**src/hdl/dgp_params.svh**
```systemverilog
// Offsets, field positions, reset values and pin-function codes for the dual GPIO data ports
`ifndef DGP_PARAMS_SVH
`define DGP_PARAMS_SVH

// ============================================================
// Register offsets (byte addresses, one aligned word each)
`define DGP_OFF_FIRST_DATA   4'h0
`define DGP_OFF_SECOND_DATA  4'h4
`define DGP_OFF_CODE_STATUS  4'h8
`define DGP_OFF_PIN_LEVEL    4'hC
`define DGP_ADR_W            4

// ============================================================
// Widths and reset values
`define DGP_PORT_W           16
`define DGP_DATA_RESET       16'h0000
`define DGP_LO_BYTE_W        8

// Bits 7 and 6 of the second port read back but ignore writes
`define DGP_SECOND_WR_MASK   16'hFF3F

// ============================================================
// Two-bit pin function codes, high bit first
`define DGP_CODE_INPUT       2'h0
`define DGP_CODE_OUTPUT      2'h1
`define DGP_CODE_RESERVED    2'h2
`define DGP_CODE_OTHER       2'h3

`endif

```
**src/hdl/dgp_pkg.sv**
```systemverilog
// Types shared by the dual GPIO data port design
package dgp_pkg;
  typedef logic [15:0] dgp_word_t;
  typedef logic [31:0] dgp_codes_t;
  typedef logic [1:0]  dgp_code_t;
  typedef logic [31:0] dgp_bus_t;
endpackage

```
**src/hdl/dgp_port.sv**
```systemverilog
// Per-pin function decode for one 16-bit port: read source, drive enable, reserved-code flag
`timescale 1ns/1ns
`include "dgp_params.svh"
module dgp_port #(
  parameter bit LO_IN_OUT_ONLY = 1'b0
) (
  input  wire dgp_pkg::dgp_word_t  stored_i,
  input  wire dgp_pkg::dgp_word_t  pins_i,
  input  wire dgp_pkg::dgp_codes_t func_i,
  output dgp_pkg::dgp_word_t       rd_o,
  output dgp_pkg::dgp_word_t       drive_o,
  output dgp_pkg::dgp_word_t       bad_o
);

  for (genvar n = 0; n < `DGP_PORT_W; n++) begin : g_pin
    dgp_pkg::dgp_code_t code;
    logic               restricted;
    assign code       = func_i[2*n+1 -: 2];
    assign restricted = LO_IN_OUT_ONLY && (n < `DGP_LO_BYTE_W);

    // Only the output code drives; input, other function and reserved read the pin
    assign drive_o[n] = (code == `DGP_CODE_OUTPUT);
    assign rd_o[n]    = drive_o[n] ? stored_i[n] : pins_i[n];
    // Reserved codes fall back to input behaviour and are flagged for software
    assign bad_o[n]   = restricted ? code[1] : (code == `DGP_CODE_RESERVED);
  end

endmodule

```
**src/hdl/dgp_sync.sv**
```systemverilog
// Three-stage pin synchroniser with agreement filter on the last two stages
`timescale 1ns/1ns
module dgp_sync #(
  parameter int W = 16
) (
  input  wire logic         clk_i,
  input  wire logic         rst_i,
  input  wire logic [W-1:0] async_i,
  output logic      [W-1:0] level_o
);

  logic [W-1:0] meta;
  logic [W-1:0] stage2;
  logic [W-1:0] stage3;
  logic [W-1:0] next_level;

  // Only stage2 and stage3 are compared; meta feeds stage2 alone
  always_comb begin
    next_level = level_o;
    for (int i = 0; i < W; i++) begin
      if (stage2[i] == stage3[i]) begin
        next_level[i] = stage3[i];
      end
    end
  end

  always_ff @(posedge clk_i) begin
    if (rst_i) begin
      meta    <= '0;
      stage2  <= '0;
      stage3  <= '0;
      level_o <= '0;
    end else begin
      meta    <= async_i;
      stage2  <= meta;
      stage3  <= stage2;
      level_o <= next_level;
    end
  end

endmodule

```
**src/hdl/dgp_top.sv**
```systemverilog
// Dual GPIO data ports with a classic Wishbone register slave
// Functional notes
// - First port: 16-bit read/write data register, one bit per pin, reset to zero.
// - Second port: 16-bit data register, one bit per pin, reset to zero.
// - Manual reset, standby and sleep leave both data registers unchanged.
// - First port code 00: read gives pin level, write stores only.
// - First port code 01: write stores and drives pin, read gives stored bit.
// - First port code 11 reads pin, writes store only; code 10 reserved.
// - Second port upper byte behaves as first port; code 10 reserved.
// - Second port lower byte code 01: write stores and drives, read stored; here bits 7 and 6 ignore writes.
// - Second port lower byte code 00 reads pin; other codes reserved.
`timescale 1ns/1ns
`include "dgp_params.svh"
module dgp_top (
  input  wire logic                  clk_i,
  input  wire logic                  rst_i,
  // Wishbone classic slave
  input  wire logic                  wb_cyc_i,
  input  wire logic                  wb_stb_i,
  input  wire logic                  wb_we_i,
  input  wire logic [3:0]            wb_adr_i,
  input  wire logic [3:0]            wb_sel_i,
  input  wire logic [31:0]           wb_dat_i,
  output logic      [31:0]           wb_dat_o,
  output logic                       wb_ack_o,
  // Function codes from the pin function controller, two bits per pin
  input  wire dgp_pkg::dgp_codes_t   first_port_control_i,
  input  wire dgp_pkg::dgp_codes_t   second_port_control_i,
  // Pins
  input  wire dgp_pkg::dgp_word_t    first_port_pin_i,
  output dgp_pkg::dgp_word_t         first_port_pin_o,
  output dgp_pkg::dgp_word_t         first_port_pin_oe_o,
  input  wire dgp_pkg::dgp_word_t    second_port_pin_i,
  output dgp_pkg::dgp_word_t         second_port_pin_o,
  output dgp_pkg::dgp_word_t         second_port_pin_oe_o
);

  // ============================================================
  // Pin sampling
  dgp_pkg::dgp_word_t first_level;
  dgp_pkg::dgp_word_t second_level;

  // Pins come from outside the clock domain, so the sampled level lags a pin change by four edges
  dgp_sync #(
    .W (`DGP_PORT_W)
  ) u_first_sync (
    .clk_i   (clk_i),
    .rst_i   (rst_i),
    .async_i (first_port_pin_i),
    .level_o (first_level)
  );

  dgp_sync #(
    .W (`DGP_PORT_W)
  ) u_second_sync (
    .clk_i   (clk_i),
    .rst_i   (rst_i),
    .async_i (second_port_pin_i),
    .level_o (second_level)
  );

  // ============================================================
  // Function decode
  dgp_pkg::dgp_word_t first_port_data;
  dgp_pkg::dgp_word_t second_port_data;
  dgp_pkg::dgp_word_t first_rd;
  dgp_pkg::dgp_word_t second_rd;
  dgp_pkg::dgp_word_t first_drive;
  dgp_pkg::dgp_word_t second_drive;
  dgp_pkg::dgp_word_t first_bad;
  dgp_pkg::dgp_word_t second_bad;

  // Codes are used live from the controller and never stored here
  dgp_port #(
    .LO_IN_OUT_ONLY (1'b0)
  ) u_first_port (
    .stored_i (first_port_data),
    .pins_i   (first_level),
    .func_i   (first_port_control_i),
    .rd_o     (first_rd),
    .drive_o  (first_drive),
    .bad_o    (first_bad)
  );

  dgp_port #(
    .LO_IN_OUT_ONLY (1'b1)
  ) u_second_port (
    .stored_i (second_port_data),
    .pins_i   (second_level),
    .func_i   (second_port_control_i),
    .rd_o     (second_rd),
    .drive_o  (second_drive),
    .bad_o    (second_bad)
  );

  // ============================================================
  // Bus slave
  logic        req;
  logic        wr_now;
  logic [15:0] lane_mask;
  logic        next_ack;
  logic [31:0] next_dat;

  assign req       = wb_cyc_i && wb_stb_i;
  // A write commits on the edge where the master sees ack high
  assign wr_now    = req && wb_we_i && wb_ack_o;
  assign lane_mask = {{8{wb_sel_i[1]}}, {8{wb_sel_i[0]}}};

  always_comb begin
    next_ack = req && !wb_ack_o;
    next_dat = 32'h00000000;
    if (req && !wb_ack_o && !wb_we_i) begin
      unique case (wb_adr_i)
        `DGP_OFF_FIRST_DATA:  next_dat = {16'h0000, first_rd};
        `DGP_OFF_SECOND_DATA: next_dat = {16'h0000, second_rd};
        `DGP_OFF_CODE_STATUS: next_dat = {second_bad, first_bad};
        `DGP_OFF_PIN_LEVEL:   next_dat = {second_level, first_level};
        default:              next_dat = 32'h00000000;
      endcase
    end
  end

  always_ff @(posedge clk_i) begin
    if (rst_i) begin
      wb_ack_o <= 1'b0;
      wb_dat_o <= 32'h00000000;
    end else begin
      wb_ack_o <= next_ack;
      wb_dat_o <= next_dat;
    end
  end

  // ============================================================
  // Data registers and pin drivers
  dgp_pkg::dgp_word_t next_first;
  dgp_pkg::dgp_word_t next_second;
  dgp_pkg::dgp_word_t next_first_oe;
  dgp_pkg::dgp_word_t next_second_oe;
  dgp_pkg::dgp_word_t second_wr_mask;

  assign second_wr_mask = lane_mask & `DGP_SECOND_WR_MASK;

  // Writes land in the store whatever the pin function, except bits 7 and 6 of the second port
  always_comb begin
    next_first     = first_port_data;
    next_second    = second_port_data;
    next_first_oe  = first_drive;
    next_second_oe = second_drive;
    if (wr_now && (wb_adr_i == `DGP_OFF_FIRST_DATA)) begin
      next_first = (first_port_data & ~lane_mask) | (wb_dat_i[15:0] & lane_mask);
    end
    if (wr_now && (wb_adr_i == `DGP_OFF_SECOND_DATA)) begin
      next_second = (second_port_data & ~second_wr_mask)
                  | (wb_dat_i[15:0] & second_wr_mask);
    end
  end

  // Only the power-on reset clears the store; no other reset or low-power state reaches it
  always_ff @(posedge clk_i) begin
    if (rst_i) begin
      first_port_data      <= `DGP_DATA_RESET;
      second_port_data     <= `DGP_DATA_RESET;
      first_port_pin_oe_o  <= 16'h0000;
      second_port_pin_oe_o <= 16'h0000;
    end else begin
      first_port_data      <= next_first;
      second_port_data     <= next_second;
      first_port_pin_oe_o  <= next_first_oe;
      second_port_pin_oe_o <= next_second_oe;
    end
  end

  // Pin values mirror the store; the enable alone decides whether they reach the pad
  always_ff @(posedge clk_i) begin
    if (rst_i) begin
      first_port_pin_o  <= `DGP_DATA_RESET;
      second_port_pin_o <= `DGP_DATA_RESET;
    end else begin
      first_port_pin_o  <= next_first;
      second_port_pin_o <= next_second;
    end
  end

endmodule

```
**config.mk**
```make
export PLATFORM = sky130hd
export DESIGN_NAME = dgp_top
export DESIGN_NICKNAME = d
export VERILOG_FILES = /design/src/hdl/dgp_pkg.sv /design/src/hdl/dgp_port.sv /design/src/hdl/dgp_sync.sv /design/src/hdl/dgp_top.sv
export VERILOG_INCLUDE_DIRS = /design/src /design/src/hdl
export SDC_FILE = /design/constraint.sdc
export NUM_CORES = 1
export LEC_CHECK = 0
export BUFFER_PORTS_ARGS = -buffer_cell sky130_fd_sc_hd__buf_2
export CAP_MARGIN = 20
export CORE_MARGIN = 2
export CORE_UTILIZATION = 40
export CTS_CLUSTER_SIZE = 20
export DETAILED_ROUTE_END_ITERATION = 10
export SLEW_MARGIN = 25
export SYNTH_ARGS = -nofsm -noshare
export SYNTH_HDL_FRONTEND = slang
export SYNTH_HIERARCHICAL = 1
export SYNTH_SLANG_ARGS = --single-unit
```
**constraint.sdc**
```tcl
create_clock -name clk_i -period 1.9 [get_ports clk_i]
set_clock_uncertainty 0.15 [all_clocks]
set_input_delay 0.095 -clock clk_i [delete_from_list [all_inputs] [get_ports clk_i]]
set_output_delay 0.095 -clock clk_i [all_outputs]
set_load 0.02 [all_outputs]
```
[Word level (Yosys, flattened, before mapping)]
Index checks and enable logic that the tools add are counted.
Word-level totals
  flip-flop bits (word level): 225
  word-level logic and storage cells: 188
Operators by class
  equality and inequality tests: 91
  multiplexer cells: 33
  bitwise operators: 9
  reductions and logical operators: 11
Operator list (count)
  case mux 32 bit (4 select lines): 1
  AND 16 bit: 4
  == test 2 x 1 -> 1 bit, second input constant: 32
  == test 2 bit, second input constant: 24
  == test 1 bit: 32
  two-way mux 1 bit: 32
  NOT 16 bit: 2
  bitwise OR 16 bit: 2
  == test 4 bit, second input constant: 2
  logical AND 1 bit: 7
  == test 4 x 3 -> 1 bit, second input constant: 1
  zero test 4 bit: 1
  zero test 1 bit: 2
  OR reduction 2 bit: 1
  NOT 1 bit: 1

[Longest topological paths before layout]
  depth in word-level cells: 5
  mapped depth: 5
  depth with buffers taken out: 4

[Hierarchy]
Netlist, hierarchy kept.
By module, submodules not included
  dgp_sync: instances 2, cells each 167, area each 2050.7 µm²
  dgp_top: instances 1, cells each 309, area each 3585.9 µm²
  dgp_port (u_first_port): instances 1, cells each 48, area each 600.6 µm²
  dgp_port (u_second_port): instances 1, cells each 48, area each 590.6 µm²

[Least setup slack after synthesis]
OpenSTA, ideal clock, no wires.
  kind: flip-flop to flip-flop
  from: reg wb_ack_o
  to: reg with a tool-made name
  arrival time: 1.420 ns
  setup slack: 0.258 ns
  cell stages (with the launch flop): 6
  clock period less this slack: 1.642 ns
  cell sequence: dfxtp_1 and4_1 clkbuf_1 and3_1 buf_2 mux2i_1
RTL lines
  start, declared: line dgp_top.sv:25  | output logic wb_ack_o,
  start signal, assigned: line dgp_top.sv:128  | wb_ack_o <= next_ack;

==> impl_results.md <==
* R2r startpoint: wb_ack_o
* Setup TNS at 0 ns
* Most used cell, CP: dlygate4sd3_1
* Port bufs at 217
* YS warnings at 6
* Net Sw Power at between 0.002 and 0.0025 W
* CTS tree: done
* Cts bufs inserted at 25
* Detailed router's first-iteration violation count at approximately 200
* Max Slew Vio Count at 0
* Largest stage delay, worst path at approximately 0.56 ns
* Final setup viols at 0
* Via count at 6306
* Post-route ant nets at 0
* Pre-antenna DRT Iters at 4
* RSZ-0062 raised after global routing: false
* # Max-Cap Violations at 0
* Hold path startpoint: wb_adr_i[2]
* Power, Total at 0.01017 W
* DPL Wire Length at 14110 um
* Syn_area_per_cell at 12.01 um2
* Std-Cell Rows at 54
* Via density at ~4.6
* Synth unique cells at 35
* Crit share post-route at 0.9189
* Die ar. at 23400 um2
* Wire length per cell at 15.31 um
* CP required at about 2.2 ns
* Outcome: finished, final reports clean
* Worst-margin pin slew at 0.5715 ns
* Vias in the first global route at between 6000 and 7000
* First-pass GRT wire length at 33670 um
* Worst-path maximum fanout at 7
* WS Path Type: input port to register
* Initial antenna violation count at 1
* DRC at 0
* Worst R2R Path Depth at 4
* Starting Density at 0.4068
* Arrival time at the worst endpoint at 2.03 ns
* Comb pwr share at 0.088
* Worst-skew pair later-pin latency at roughly 0.51 ns
* Clock power share at 0.437
* Hold Path End: wb_dat_o[15]
* Root buf cell: clkbuf_16
* Clock tree buffer depth at 3
* Max Fclk at between 500 and 600 MHz
* Hold crit path type: input port to register
* Pin count of the biggest net entering global routing at approximately 110
* Ys flop type: dfxtp_1
* Startpoint class of the critical path: input port
* WHS Path Cells at 3
* Clock Sink Count at 223
* Setup crit end kind: register
* Slowest cell on the critical path: dlygate4sd3_1
* Grt ovf at 0
* Most frequent cells in the layout: dfxtp_1, buf_2, dlygate4sd3_1
* Die height at around 150 um
* Setup slack, reg-to-reg at 0.19 ns
* Commonest non-fill, non-tap cell in the layout: dfxtp_1
* Final hold violations at 0
* Synthesized area at 8879 um2
* Die W at between 150 and 200 um
* Gate Count Post-Synth at 739
* Final min period at 1.746 ns
* P&R area growth vs syn at 37.58%
* Tot GR Track Use at 0.1781
* Clock input transition at the sequential cells of the worst setup and hold paths at 0.05 ns
* Int Pwr at 0.007989 W
* Core area at 21820 um2
* Drt total wl at 21130 um
* Layout cell share with drive strength beyond 1 at 0.4508
* Pleak at 5.240 nW
* Post-synth EDFFs at 0
* Final nets at 1224
* Power per cell area at about 830 nW/um2
* Yosys reg bits at 223
* I/O pin count at 238
* Post-synth ARST share at 0
* GPL Wtd Cong at ~0.76
* Switching power share of the total at 0.2146
* Flop pwr share at 0.474
* Post-synthesis sequential area ratio at 0.5028
* H-tree depth reported by CTS at 1
* CP Cell Sequence: dlygate4sd3_1, buf_2, nor4_1, buf_4, nand4_1, dlygate4sd3_1, a21oi_1
* Peak supply drop at 0.5862 mV
* Slew headroom at 0.6190
[kinds of logic (layout without fill, tap and decap cells)]
| kind of cell | count (synthesis) | count (layout) | synth area share |
|---|---|---|---|
| AO/OA/AOI/OAI | 84 | 84 | 0.06595 |
| buffers and inverters | 46 | 402 | 0.03805 |
| flip-flops | 223 | 223 | 0.5028 |
| multiplexers | 76 | 76 | 0.1263 |
| other | 1 | 6 | 0.0004224 |
| AND/OR/NAND/NOR | 309 | 309 | 0.2665 |
[through the flow]
step | worst slack [ns] | utilization | hold slack (ns) | cells | cell area (um2)
floorplan | 0.2582 | - | 0.07317 | 742 | 8890
global placement | 0.2181 | 0.4646 | 0.1520 | 1206 | 10140
detailed placement | 0.1622 | 0.4646 | 0.1560 | 1206 | 10140
CTS | 0.1344 | 0.5595 | 0.01506 | 1378 | 12210
global route | 0.04155 | 0.5595 | 0.08123 | 1378 | 12210
finish | 0.1541 | 0.5597 | 0.05139 | 1380 | 12220
[routing by layer]
| metal | global-route usage | wire [um] |
|---|---|---|
| met3 | 0.04621 | 1419 |
| met4 | 0.04497 | 509 |
| met2 | 0.3265 | 10630 |
| met5 | 0 | 0 |
| met1 | 0.2064 | 8579 |
[cell usage after synthesis (16+ instances only)]
library cell	number	area (um2)
a21oi_2	32	280.3
a22oi_1	16	120.1
and2b_2	24	210.2
buf_6	16	180.2
dfxtp_1	223	4464
mux2_4	32	480.5
mux2i_1	28	280.3
mux4_2	16	360.4
nand2_1	33	123.9
nand2b_1	42	262.8
nor2_1	16	60.06
nor2b_1	56	350.3
nor2b_2	88	770.7
nor2b_4	32	440.4
o21ai_0	32	160.2
[layout make-up]
type	count	area (um2)
Tap cell	280	350.3
Sequential cell	223	4464
Inverter	1	3.754
Clock inverter	4	23.77
Antenna cell	2	5.005
Clock buffer	38	744.5
Timing Repair Buffer	359	2511
Fill cell	1896	9608
Multi-Input combinational cell	473	4113
[power by group through the flow]
| stage | registers (W) | clock network, W | logic (W) |
|---|---|---|---|
| 4_1_cts | 0.00483 | 0.00463 | 0.000898 |
| 3_3_place_gp | 0.00493 | 0 | 0.000687 |
| 5_1_grt | 0.00484 | 0.00482 | 0.000966 |
| 6_report | 0.00483 | 0.00445 | 0.000897 |
| 3_5_place_dp | 0.00493 | 0 | 0.000689 |
| 2_1_floorplan | 0.00496 | 0 | 0.000422 |
[critical path: cells and delay by family]
| kind | cells | cell delay, ns |
|---|---|---|
| buffers and inverters | 4 | 1.44 |
| and+or+nand+nor | 2 | 0.37 |
| AOI/OAI and AO/OA | 1 | 0.12 |
[repair_timing]
action | in CTS | in global routing
gates resized for setup | 0 | 1
buffers inserted | 0 | 0
setup endpoints to repair | 0 | 1
hold buffers | 130 | 0
hold endpoints to repair | 117 | 0
[how the worst max path moves through the flow]
stage	cells past startpoint	start	end	slack, ns
after floorplan	5	wb_ack_o	register	0.26
after global placement	4	wb_adr_i[1]	register	0.22
after detailed placement	4	wb_adr_i[1]	register	0.16
after CTS	4	wb_ack_o	register	0.13
after global routing	7	wb_adr_i[3]	register	0.04
final	7	wb_adr_i[3]	register	0.15
(Power assumes the default switching activity.)
